`config.mk`:
```
export PLATFORM = sky130hd
export DESIGN_NAME = cic_charger_input_config_regs
export DESIGN_NICKNAME = d
export VERILOG_FILES = /design/src/hdl/cic_pkg.sv /design/src/hdl/cic_charger_input_config_regs.sv
export SDC_FILE = /design/constraint.sdc
export NUM_CORES = 1
export LEC_CHECK = 0
export ABC_AREA = 1
export BUFFER_PORTS_ARGS = -buffer_cell sky130_fd_sc_hd__buf_4
export CAP_MARGIN = 20
export CORE_UTILIZATION = 60
export CTS_CLUSTER_SIZE = 30
export DETAILED_ROUTE_END_ITERATION = 10
export GPL_ROUTABILITY_DRIVEN = 0
export PLACE_DENSITY_LB_ADDON = 0.12
export SLEW_MARGIN = 20
export SYNTH_ARGS = -nofsm -noshare
export SYNTH_HDL_FRONTEND = slang
export SYNTH_SLANG_ARGS = --single-unit
```
`constraint.sdc`:
```
create_clock -name clk_sys -period 4.3 [get_ports clk_sys]
set_input_delay 0.43 -clock clk_sys [delete_from_list [all_inputs] [get_ports clk_sys]]
set_output_delay 0.43 -clock clk_sys [all_outputs]
set_load 0.02 [all_outputs]
```
`src/hdl/cic_pkg.sv`:
```
// Constants for the charger input configuration register bank.
// Assumes a byte-wide register space reached over a two-wire serial link.
package cic_pkg;

  // Serial slave address, seven bits.
  localparam logic [6:0] CIC_SLAVE_ADDR = 7'h6A;

  // Register offsets and the top of the decoded register space.
  localparam logic [7:0] CIC_OFS_INPUT_CURRENT_CONTROL     = 8'h00;
  localparam logic [7:0] CIC_OFS_BOOST_THERMAL_VIN_OFFSET  = 8'h01;
  localparam logic [7:0] CIC_OFS_CONVERSION_DETECT_CONTROL = 8'h02;
  localparam logic [7:0] CIC_OFS_LAST                      = 8'h14;
  localparam logic [7:0] CIC_READ_BEYOND                   = 8'hFF;
  localparam logic [7:0] CIC_READ_UNMAPPED                 = 8'h00;

  // Reset values.
  localparam logic [7:0] CIC_RST_INPUT_CURRENT_CONTROL     = 8'h48;
  localparam logic [7:0] CIC_RST_BOOST_THERMAL_VIN_OFFSET  = 8'h06;
  localparam logic [7:0] CIC_RST_CONVERSION_DETECT_CONTROL = 8'h11;

  // Field positions.
  localparam int CIC_BIT_HIGHZ      = 7;
  localparam int CIC_BIT_PIN_EN     = 6;
  localparam int CIC_CAP_MSB        = 5;
  localparam int CIC_HOT_MSB        = 7;
  localparam int CIC_HOT_LSB        = 6;
  localparam int CIC_BIT_COLD       = 5;
  localparam int CIC_OFS_MSB        = 4;

  // Hot threshold code that turns boost thermal protection off.
  localparam logic [1:0] CIC_HOT_DISABLE = 2'b11;

  // Input current cap codes: 100 mA plus 50 mA per count.
  localparam logic [5:0] CIC_CAP_500MA  = 6'h08;
  localparam logic [5:0] CIC_CAP_1000MA = 6'h12;
  localparam logic [5:0] CIC_CAP_1500MA = 6'h1C;
  localparam logic [5:0] CIC_CAP_2000MA = 6'h26;
  localparam logic [5:0] CIC_CAP_2100MA = 6'h28;
  localparam logic [5:0] CIC_CAP_2400MA = 6'h2E;
  localparam logic [5:0] CIC_CAP_3250MA = 6'h3F;

  // Detected input source types.
  localparam logic [3:0] CIC_SRC_SDP    = 4'h0;
  localparam logic [3:0] CIC_SRC_CDP    = 4'h1;
  localparam logic [3:0] CIC_SRC_DCP    = 4'h2;
  localparam logic [3:0] CIC_SRC_HVDCP  = 4'h3;
  localparam logic [3:0] CIC_SRC_UNKN   = 4'h4;
  localparam logic [3:0] CIC_SRC_NS1A   = 4'h5;
  localparam logic [3:0] CIC_SRC_NS2A   = 4'h6;
  localparam logic [3:0] CIC_SRC_NS2A1  = 4'h7;
  localparam logic [3:0] CIC_SRC_NS2A4  = 4'h8;

  // Input voltage floor arithmetic, all in millivolts.
  localparam logic [16:0] CIC_OFS_STEP_MV  = 17'd100;
  localparam logic [16:0] CIC_DOUBLE_ABOVE = 17'd6000;
  localparam logic [16:0] CIC_FLOOR_MIN_MV = 17'd3900;
  localparam logic [16:0] CIC_FLOOR_MAX_MV = 17'd15300;

  // Serial slave states, one-hot.
  typedef enum logic [8:0] {
    CIC_IDLE    = 9'b0_0000_0001,
    CIC_ADDR    = 9'b0_0000_0010,
    CIC_ACK_ADR = 9'b0_0000_0100,
    CIC_REGPTR  = 9'b0_0000_1000,
    CIC_ACK_WR  = 9'b0_0001_0000,
    CIC_WRDATA  = 9'b0_0010_0000,
    CIC_RDDATA  = 9'b0_0100_0000,
    CIC_RDACK   = 9'b0_1000_0000,
    CIC_SPARE   = 9'b1_0000_0000
  } cic_state_t;

endpackage : cic_pkg

```
`src/hdl/cic_charger_input_config_regs.sv`:
```
// Three charger input configuration registers behind a serial slave.
// Assumes scl and sda levels arrive synchronous to clk_sys and are sampled
// slowly enough that every line change lasts several clock cycles.
//
// Operation
// - Bit 7 of the first register enables input high impedance; resets zero.
// - Bit 6 of the first register enables the current limit pin; resets one.
// - Six-bit cap code is 100 mA plus 50 mA per count; default 500 mA.
// - Effective current cap is the lower of register code and pin limit.
// - Finished source detection rewrites the cap code by detected source type.
// - Boost hot selector: 00, 01, 10 pick thresholds; 11 disables protection.
// - Boost cold selector bit: zero 77 percent default, one 80 percent.
// - Five-bit voltage floor offset weighs 100 mV per count; default 600 mV.
// - The computed voltage floor is clamped between 3.9 V and 15.3 V.
// - Above 6 V unloaded input the offset is doubled before use.
// - Watchdog expiry reloads all fields except cap, floor offset and the third register.
// - Reads above register 0x14 return 0xFF.
`timescale 1ns/100ps
module cic_charger_input_config_regs (
  input  wire logic                 clk_sys,
  input  wire logic                 srst,
  input  wire logic                 sclIn,
  input  wire logic                 sdaIn,
  output logic                      sdaOut,
  output logic                      sdaOe,
  input  wire logic                 softRegReset,
  input  wire logic                 watchdogExpire,
  input  wire logic                 detectDone,
  input  wire logic [3:0]           sourceType,
  input  wire logic [5:0]           currentLimitPinCode,
  input  wire logic [15:0]          supplyNoLoadMv,
  output logic                      inputHighzEnable,
  output logic                      currentPinLimitEnable,
  output logic [5:0]                effectiveCurrentCap,
  output logic [1:0]                boostHotThresholdSel,
  output logic                      boostHotProtEnable,
  output logic                      boostColdThresholdSel,
  output logic [15:0]               inputVoltageFloor,
  output logic [7:0]                conversionDetectControl
);
  import cic_pkg::*;

  typedef struct packed {
    cic_state_t  state;
    logic        sclPrev;
    logic        sdaPrev;
    logic [3:0]  bitCnt;
    logic [7:0]  shift;
    logic [7:0]  ptr;
    logic        isRead;
    logic        ackOk;
    logic        sdaOe;
    logic        hotProtEn;
    logic [7:0]  reg0;
    logic [7:0]  reg1;
    logic [7:0]  reg2;
    logic [5:0]  capEff;
    logic [15:0] floorMv;
  } cic_regs_t;

  cic_regs_t r;
  cic_regs_t next_r;

  // Cap code chosen for each detected source; unlisted types act as unknown.
  function automatic logic [5:0] capForSource(input logic [3:0] t);
    case (t)
      CIC_SRC_SDP:   capForSource = CIC_CAP_500MA;
      CIC_SRC_CDP:   capForSource = CIC_CAP_1500MA;
      CIC_SRC_DCP:   capForSource = CIC_CAP_3250MA;
      CIC_SRC_HVDCP: capForSource = CIC_CAP_1500MA;
      CIC_SRC_NS1A:  capForSource = CIC_CAP_1000MA;
      CIC_SRC_NS2A:  capForSource = CIC_CAP_2000MA;
      CIC_SRC_NS2A1: capForSource = CIC_CAP_2100MA;
      CIC_SRC_NS2A4: capForSource = CIC_CAP_2400MA;
      default:       capForSource = CIC_CAP_500MA;
    endcase
  endfunction : capForSource

  // Read data for one register pointer.
  function automatic logic [7:0] readReg(input logic [7:0] p,
                                         input cic_regs_t s);
    if (p == CIC_OFS_INPUT_CURRENT_CONTROL) begin
      readReg = s.reg0;
    end else if (p == CIC_OFS_BOOST_THERMAL_VIN_OFFSET) begin
      readReg = s.reg1;
    end else if (p == CIC_OFS_CONVERSION_DETECT_CONTROL) begin
      readReg = s.reg2;
    end else if (p > CIC_OFS_LAST) begin
      readReg = CIC_READ_BEYOND;
    end else begin
      readReg = CIC_READ_UNMAPPED;
    end
  endfunction : readReg

  // Serial slave, register updates and derived outputs in one pass.
  always_comb begin
    logic        sclRise, sclFall, startSeen, stopSeen, hostWrite;
    logic [7:0]  wrData, rdByte;
    logic [16:0] offMv, input_supply_voltage, flr;
    sclRise   = sclIn && !r.sclPrev;
    sclFall   = !sclIn && r.sclPrev;
    startSeen = sclIn && r.sclPrev && r.sdaPrev && !sdaIn;
    stopSeen  = sclIn && r.sclPrev && !r.sdaPrev && sdaIn;
    hostWrite = 1'b0;
    wrData    = 8'h00;
    rdByte    = 8'h00;
    offMv     = 17'd0;
    input_supply_voltage      = 17'd0;
    flr       = 17'd0;
    next_r    = r;
    next_r.sclPrev = sclIn;
    next_r.sdaPrev = sdaIn;

    // Bits are shifted in on the rising clock edge, MSB first.
    if (sclRise && (r.state == CIC_ADDR || r.state == CIC_REGPTR ||
                    r.state == CIC_WRDATA)) begin
      next_r.shift  = {r.shift[6:0], sdaIn};
      next_r.bitCnt = r.bitCnt + 4'd1;
    end

    case (r.state)
      CIC_ADDR: begin
        if (sclFall && r.bitCnt == 4'd8) begin
          if (r.shift[7:1] == CIC_SLAVE_ADDR) begin
            next_r.isRead = r.shift[0];
            next_r.sdaOe  = 1'b1;
            next_r.state  = CIC_ACK_ADR;
          end else begin
            next_r.state = CIC_IDLE;
          end
        end
      end
      CIC_ACK_ADR: begin
        if (sclFall) begin
          next_r.bitCnt = 4'd0;
          if (r.isRead) begin
            rdByte        = readReg(r.ptr, r);
            next_r.shift  = rdByte;
            next_r.sdaOe  = !rdByte[7];
            next_r.state  = CIC_RDDATA;
          end else begin
            next_r.sdaOe = 1'b0;
            next_r.state = CIC_REGPTR;
          end
        end
      end
      CIC_REGPTR: begin
        if (sclFall && r.bitCnt == 4'd8) begin
          next_r.ptr   = r.shift;
          next_r.sdaOe = 1'b1;
          next_r.state = CIC_ACK_WR;
        end
      end
      CIC_ACK_WR: begin
        if (sclFall) begin
          next_r.sdaOe  = 1'b0;
          next_r.bitCnt = 4'd0;
          next_r.state  = CIC_WRDATA;
        end
      end
      CIC_WRDATA: begin
        if (sclFall && r.bitCnt == 4'd8) begin
          hostWrite    = 1'b1;
          wrData       = r.shift;
          next_r.ptr   = r.ptr + 8'd1;
          next_r.sdaOe = 1'b1;
          next_r.state = CIC_ACK_WR;
        end
      end
      CIC_RDDATA: begin
        // Data bits are driven after each falling edge, counted on rises.
        if (sclRise) begin
          next_r.bitCnt = r.bitCnt + 4'd1;
        end
        if (sclFall && r.bitCnt == 4'd8) begin
          next_r.sdaOe = 1'b0;
          next_r.state = CIC_RDACK;
        end else if (sclFall) begin
          next_r.shift = {r.shift[6:0], 1'b0};
          next_r.sdaOe = !r.shift[6];
        end
      end
      CIC_RDACK: begin
        if (sclRise) begin
          next_r.ackOk = !sdaIn;
        end
        if (sclFall) begin
          if (r.ackOk) begin
            rdByte        = readReg(r.ptr + 8'd1, r);
            next_r.ptr    = r.ptr + 8'd1;
            next_r.shift  = rdByte;
            next_r.sdaOe  = !rdByte[7];
            next_r.bitCnt = 4'd0;
            next_r.state  = CIC_RDDATA;
          end else begin
            next_r.state = CIC_IDLE;
          end
        end
      end
      default: begin
        next_r.state = CIC_IDLE;
      end
    endcase

    // A start restarts address reception; a stop frees the bus.
    if (startSeen) begin
      next_r.state  = CIC_ADDR;
      next_r.bitCnt = 4'd0;
      next_r.sdaOe  = 1'b0;
    end else if (stopSeen) begin
      next_r.state = CIC_IDLE;
      next_r.sdaOe = 1'b0;
    end

    // Host writes store whole bytes; every field reads back as stored.
    if (hostWrite) begin
      if (r.ptr == CIC_OFS_INPUT_CURRENT_CONTROL) begin
        next_r.reg0 = wrData;
      end else if (r.ptr == CIC_OFS_BOOST_THERMAL_VIN_OFFSET) begin
        next_r.reg1 = wrData;
      end else if (r.ptr == CIC_OFS_CONVERSION_DETECT_CONTROL) begin
        next_r.reg2 = wrData;
      end
    end

    // Detection beats a host write to the cap in the same cycle.
    if (detectDone) begin
      next_r.reg0[CIC_CAP_MSB:0] = capForSource(sourceType);
    end

    // Watchdog keeps the cap, floor offset and third register, reloading the rest.
    if (watchdogExpire) begin
      next_r.reg0[CIC_BIT_HIGHZ:CIC_BIT_PIN_EN] =
        CIC_RST_INPUT_CURRENT_CONTROL[CIC_BIT_HIGHZ:CIC_BIT_PIN_EN];
      next_r.reg1[CIC_HOT_MSB:CIC_BIT_COLD] =
        CIC_RST_BOOST_THERMAL_VIN_OFFSET[CIC_HOT_MSB:CIC_BIT_COLD];
    end

    // Software register reset reloads every field.
    if (softRegReset) begin
      next_r.reg0 = CIC_RST_INPUT_CURRENT_CONTROL;
      next_r.reg1 = CIC_RST_BOOST_THERMAL_VIN_OFFSET;
      next_r.reg2 = CIC_RST_CONVERSION_DETECT_CONTROL;
    end

    // The lower of pin and register limits governs, from current fields.
    if (r.reg0[CIC_BIT_PIN_EN] && currentLimitPinCode < r.reg0[5:0]) begin
      next_r.capEff = currentLimitPinCode;
    end else begin
      next_r.capEff = r.reg0[CIC_CAP_MSB:0];
    end

    // Floor is unloaded input minus offset; an underflow clamps low.
    offMv = 17'(r.reg1[CIC_OFS_MSB:0]) * CIC_OFS_STEP_MV;
    input_supply_voltage  = {1'b0, supplyNoLoadMv};
    if (input_supply_voltage > CIC_DOUBLE_ABOVE) begin
      offMv = {offMv[15:0], 1'b0};
    end
    flr = (input_supply_voltage > offMv) ? input_supply_voltage - offMv : 17'd0;
    if (flr < CIC_FLOOR_MIN_MV) begin
      flr = CIC_FLOOR_MIN_MV;
    end else if (flr > CIC_FLOOR_MAX_MV) begin
      flr = CIC_FLOOR_MAX_MV;
    end
    next_r.floorMv = flr[15:0];
    if (srst) begin
      next_r         = '0;
      next_r.state   = CIC_IDLE;
      next_r.sclPrev = 1'b1;
      next_r.sdaPrev = 1'b1;
      next_r.reg0    = CIC_RST_INPUT_CURRENT_CONTROL;
      next_r.reg1    = CIC_RST_BOOST_THERMAL_VIN_OFFSET;
      next_r.reg2    = CIC_RST_CONVERSION_DETECT_CONTROL;
      next_r.capEff  = CIC_CAP_500MA;
      next_r.floorMv = CIC_FLOOR_MIN_MV[15:0];
    end
    // Kept as a flop beside its selector so the output carries no gates.
    next_r.hotProtEn =
      (next_r.reg1[CIC_HOT_MSB:CIC_HOT_LSB] != CIC_HOT_DISABLE);
  end

  // Single state register; reset is folded into the next-state logic.
  always_ff @(posedge clk_sys) begin
    r <= next_r;
  end

  // Outputs are register fields; the data pin only ever pulls low.
  assign sdaOut                  = 1'b0;
  assign sdaOe                   = r.sdaOe;
  assign inputHighzEnable        = r.reg0[CIC_BIT_HIGHZ];
  assign currentPinLimitEnable   = r.reg0[CIC_BIT_PIN_EN];
  assign effectiveCurrentCap     = r.capEff;
  assign boostHotThresholdSel    = r.reg1[CIC_HOT_MSB:CIC_HOT_LSB];
  assign boostHotProtEnable      = r.hotProtEn;
  assign boostColdThresholdSel   = r.reg1[CIC_BIT_COLD];
  assign inputVoltageFloor       = r.floorMv;
  assign conversionDetectControl = r.reg2;

endmodule : cic_charger_input_config_regs

```
# After elaboration in Yosys (flattened, before gate mapping)
# Memory sizes are Yosys's and may differ from the RTL's.
# Cells that the tools add are included.
[totals] regBits=81 latchBits=0 mem_bits_rw=0 romBits=96 inputBits=33 output_inout_bits=38 n_memories=1
[classes] n_addsub=3 mul=1 n_div=0 order_cmp=7 n_eq_ne=31 n_shift=0 mux=70 bitwise_logic=2 n_reduce_logical=42
[memory_table] name="(name not given)" words=16 width=6 rd=1 rd_clocked_by_memory_dff=0 wr=0 line_no="cic_charger_input_config_regs.sv:66" rtl="case (t)"
[op_table] operator="$mux W8" count=24
[op_table] operator="$mux W16" count=4
[op_table] operator="$mux W9" count=6
[op_table] operator="$pmux W9 S6" count=1
[op_table] operator="$pmux W8 S3" count=2
[op_table] operator="$mux W20" count=2
[op_table] operator="$mux W38" count=1
[op_table] operator="$mux W12" count=2
[op_table] operator="$mux W22" count=1
[op_table] operator="$mux W6" count=3
[op_table] operator="$gt A16 B17 Y1" count=1
[op_table] operator="$gt A17 B14 Y1 const B" count=1
[op_table] operator="$lt A17 B12 Y1 const B" count=1
[op_table] operator="$mux W17" count=1
[op_table] operator="$sub A16 B17 Y17" count=1
[op_table] operator="$eq A8 B1 Y1 const B" count=2
[op_table] operator="$eq A8 B2 Y1 const B" count=2
[op_table] operator="$gt A16 B13 Y1 const B" count=1
[op_table] operator="$gt A8 B5 Y1 const B" count=2
[op_table] operator="$logic_not A8 Y1" count=2
[op_table] operator="$ne A4 B4 Y1 const B" count=4
[op_table] operator="$pmux W4 S4" count=1
[op_table] operator="$mux W7" count=2
[op_table] operator="$mux W13" count=1
[op_table] operator="other kinds (38)" count=88

# Depth between registers and ports, before layout
[logic_depth] ltp_word=13 ltp_mapped=28

# Worst setup path before layout
# OpenSTA, ideal clock, no wires.
[synth_timing] path_type="register to register" startpoint="register r[33] (netlist bit)" endpoint="register r (netlist bit inputVoltageFloor[11])" setup_time_ns=0.124 arrival_time_ns=3.788 t_required_ns=4.176 path_slack_ns=0.389 stages_incl_launch_ff=25 period_less_slack_ns=3.911 path_cell_list="dfxtp_1 > inv_1 > ha_1 > inv_1 > ha_1 > ha_1 > ha_1 > a21o_1 > a21oi_1 > xnor2_1 > o21ai_0 > ha_1 > nand2_2 > nor3_2 > nand2_1 > nor2_1 > a21oi_4 > buf_6 > nand2_4 > nand3_2 > nand3_1 > nand2_1 > nand2_2 > buf_6 > nand3_1"
[synth_via] elab_chain_len=6 word_cells_on_any_way=8 cone_classes="add/sub (1); mul (1); order compare (3); mux (2); reduce/logical (1)"
[synth_rtl] item="start: declaration" line_no="cic_charger_input_config_regs.sv:61" rtl="cic_regs_t r;"
[synth_rtl] item="start signal: assignment" line_no="cic_charger_input_config_regs.sv:284" rtl="r <= next_r;"
[synth_rtl] item="$mul A5 B5 Y10 *" line_no="cic_charger_input_config_regs.sv:254" rtl="offMv = 17'(r.reg1[CIC_OFS_MSB:0]) * CIC_OFS_STEP_MV;"
[synth_rtl] item="$mux W13 *" line_no="cic_charger_input_config_regs.sv:256" rtl="if (input_supply_voltage > CIC_DOUBLE_ABOVE) begin"
[synth_rtl] item="$sub A16 B17 Y17 or $gt A16 B17 Y1 (tied branches)" line_no="cic_charger_input_config_regs.sv:259" rtl="flr = (input_supply_voltage > offMv) ? input_supply_voltage - offMv : 17'd0;"
[synth_rtl] item="$mux W17 *" line_no="cic_charger_input_config_regs.sv:259"
[synth_rtl] item="$lt A17 B12 Y1 or $gt A17 B14 Y1 (tied branches)" line_no="cic_charger_input_config_regs.sv:260, cic_charger_input_config_regs.sv:262"
[synth_rtl] item="$reduce_or A3 Y1 (no source line)"
# Mark *: on every way between the ends. The rest lies on a longest branch, timed or not.
# A chain may end at the register's enable or synchronous reset.

# Worst setup path after layout
[layout_timing] startpoint="register r[30] (netlist bit)" endpoint="register r (netlist bit inputVoltageFloor[10])"
[layout_via] elab_chain_len=6 word_cells_on_any_way=9 cone_classes="add/sub (1); mul (1); order compare (3); mux (3); reduce/logical (1)"
[layout_rtl] item="$mul A5 B5 Y10 *" line_no="cic_charger_input_config_regs.sv:254"
[layout_rtl] item="$mux W13 *" line_no="cic_charger_input_config_regs.sv:256"
[layout_rtl] item="$sub A16 B17 Y17 or $gt A16 B17 Y1 (tied branches)" line_no="cic_charger_input_config_regs.sv:259"
[layout_rtl] item="$mux W17 *" line_no="cic_charger_input_config_regs.sv:259"
[layout_rtl] item="$gt A17 B14 Y1 or $lt A17 B12 Y1 (tied branches)" line_no="cic_charger_input_config_regs.sv:262, cic_charger_input_config_regs.sv:260"
[layout_rtl] item="$mux W16 or $reduce_or A2 Y1 (tied branches)"
# Marks and branches as above.

==> impl_metrics.toml <==
[global_route]
grt.overflow.total = 0
track_usage_pct = 31.9
grt_pass1_wl_um = 28700
grt_pass1_vias = 5893
antenna_found_initial = 0
grt_max_degree = 28

[run_status]
status = "finished, final reports clean"

[worst_hold_path]
hold_path_depth = 2
hp-start = "srst"
hold_path.class = "input pin to flop"

[sta]
period_minus_slack_ps = 4050
worst_hold_slack_ps = 259
worst_slack_ps = 252
setup_violations = 0
fin_worst_skew_ps = 14.2
fmax_mhz = 247
period_share_pct = 94.1
hold_violations = 0
worst_slew_pin_slew_ps = 803
drv_slew = 0
relSlewSlack_pct = 46.4

[clocking]
cts_tree = "built"
clock-root-buffer = "clkbuf_8"
cts-htree-levels = 3
clkTransAtPathRegs_ps = 80
cts_buffers = 9
clock_latency_ps = 380
cts_buffer_depth = 2
cts_sinks = 80
postCtsHoldBufs = 0

[detailed_routing]
firstDrtPassIters = 5
highest_layer = "met4"
wl_met2_um = 7830
antenna_left = 0
routedWlPerCell_um = 14.5
vias = 7045
first_iter_violations = 607
wl_um = 18300
wl_met3_um = 1780
via_per_inst = 5.59
wl_met1_um = 8370
drc = 0

[placement]
io_buffer_count = 69
place_inst = 1237
dpl_worst_slack_ps = 33.1
placed_cell_area_um2 = 7050
post-dp-hpwl_um = 14000

[power]
p_leak_nw = 3.77
power_w = 0.00172
powerDensity_nw_per_um2 = 231
ir_drop_v = 0.000211

[setup_path]
worstSetupEndpointType = "flop"
cp_data_required_time_ps = 4560
crit_chain = "ha_1, ha_1, ha_1, inv_1, fa_1, inv_1, a31oi_1, xor2_1, nand2_1, o21ai_0, ha_2, nand2_2, nor2_1, nand3_1, nand3_1, nand2_1, nand2_1, nand3_1, nor2_2, nand3_1, nand2_1, nand2_2, nand2_1, nand2_1"
cp_max_fo = 6
cp-start-kind = "flop"
cp.arrival_ps = 4310
critPathSlowestCell = "ha_2"
path_common_cell = "nand2_1"
worstReg2RegStart = "r[30]$_SDFFE_PP0P_"
crit_type = "flop to flop"
ff2ff_path_depth = 24
critPathLaunch = "r[30]$_SDFFE_PP0P_"
cpPeakStageDelay_ps = 420

[floorplan]
die-width_um = 107
core_um2 = 10800
die_h_um = 107
die_area_um2 = 11500
initial_core_util_pct = 61.4
fp-row-count = 38
io_pins = 71

[yosys]
synth_top_area_share_pct = 24.1
synth_edf_count = 0
ys_types = 48
netlist_top_cells_count = "259 x nand2_1, 184 x inv_1, 86 x o21ai_0, 80 x dfxtp_1, 77 x nand3_1"
synth-main-ff-cell = "dfxtp_1"
synth_seq_cells = 80
syn_inst = 1069
netlist_area_um2 = 6660
syn_avg_cell_area_um2 = 6.23
synthTopCellsByArea = "dfxtp_1 24%, nand2_1 15%, inv_1 10%, ha_1 7.7%, o21ai_0 6.5%"
synth-async-reset-ratio_pct = 0
synth.most_common_cell = "nand2_1"
seq_area_frac_synth_pct = 24.1
synth_top_cell_by_area = "dfxtp_1"
yosys_warnings = 0

[layout]
stdcell_count = 1260
finalInstanceArea_um2 = 7450
n_antenna_cell = 0
area_delta_synth_final_pct = 11.9
num-fill-cells = 1016
multi_input_area_um2 = 4130
nets = 1191
regArea_um2 = 1600
drive_above_1_share_pct = 14.8

[flow_run]
maxCapViolCount = 0
[per-stage QoR]
stage               setup TNS [ps]  util, %
global route                  -342     68.8
detailed placement               0     65.1
CTS                              0     67.0
finish                           0     68.8
floorplan                        0        -
global placement                 0     65.1
[cells by family (layout without fill, tap and decap cells)]
group,after synthesis,after routing,synth area share [%]
and+or+nand+nor,475,476,31.8
buffers and inverters,244,291,16.3
AOI/OAI and AO/OA,217,218,18.3
DFF,80,80,24.1
adders and majority gates,43,43,8.31
xor gates and xnor gates,9,9,1.18
other,1,3,0.0563
[path summary, 6_finish.rpt]
path | end | slack [ps]
worst max-delay path | inputVoltageFloor[10]$_SDFF_PP1_ | 250
worst min-delay path | r[73]$_SDFFE_PP0P_ | 260
worst max register to register | inputVoltageFloor[10]$_SDFF_PP1_ | 250
worst min register to register | r[49]$_SDFFE_PP0P_ | 500
[routing by layer]
metal | vias to the layer above | track usage [%]
met5 | - | 0
met4 | 0 | 9.20
li1 | 3538 | -
met1 | 3177 | 46.5
met2 | 299 | 47.0
met3 | 31 | 6.42
[layout by cell type, fill, tap and decap left out, types with 10 or more instances in the layout]
cell type,instances
a21oi_1,67
buf_4,80
clkbuf_8,10
dfxtp_1,80
ha_1,34
inv_1,183
inv_2,12
nand2_1,257
nand2_2,11
nand3_1,77
nand4_1,23
nor2_1,62
nor2_2,16
o211ai_1,14
o21ai_0,85
o21ai_1,11
[registers in the layout (all words and copies together) (netlist names)]
name / count
boostColdThresholdSel: 1
boostHotProtEnable: 1
boostHotThresholdSel: 2
conversionDetectControl: 8
currentPinLimitEnable: 1
effectiveCurrentCap: 6
inputHighzEnable: 1
inputVoltageFloor: 16
r: 43
sdaOe: 1
[worst max-delay path: cells and delay by family, from the launching register on]
kind / cells / cell delay (ps)
xor gates and xnor gates: 1 / 160
AOI/OAI and AO/OA: 2 / 160
and+or+nand+nor: 14 / 1530
adders and majority gates: 5 / 1580
DFF: 1 / 340
buffers and inverters: 2 / 140
[power by group]
group          internal [W]  switching (W)
sequential         0.000762     0.00000680
clock              0.000343       0.000287
combinational      0.000118       0.000207
[final cells by class]
class,instances,share of cell area (%)
inverter,195,9.82
timing repair buffer,80,8.06
tap,140,2.35
clock inverter,3,0.873
clock buffer,13,2.00
sequential,80,21.5
multi-input combinational,749,55.4
[timing repair]
| action | 4_1_cts | 5_1_grt |
|---|---|---|
| resized for setup | 0 | 28 |
| setup endpoints to repair | 0 | 14 |
| setup buffers | 0 | 5 |
(Power assumes the default switching activity.)
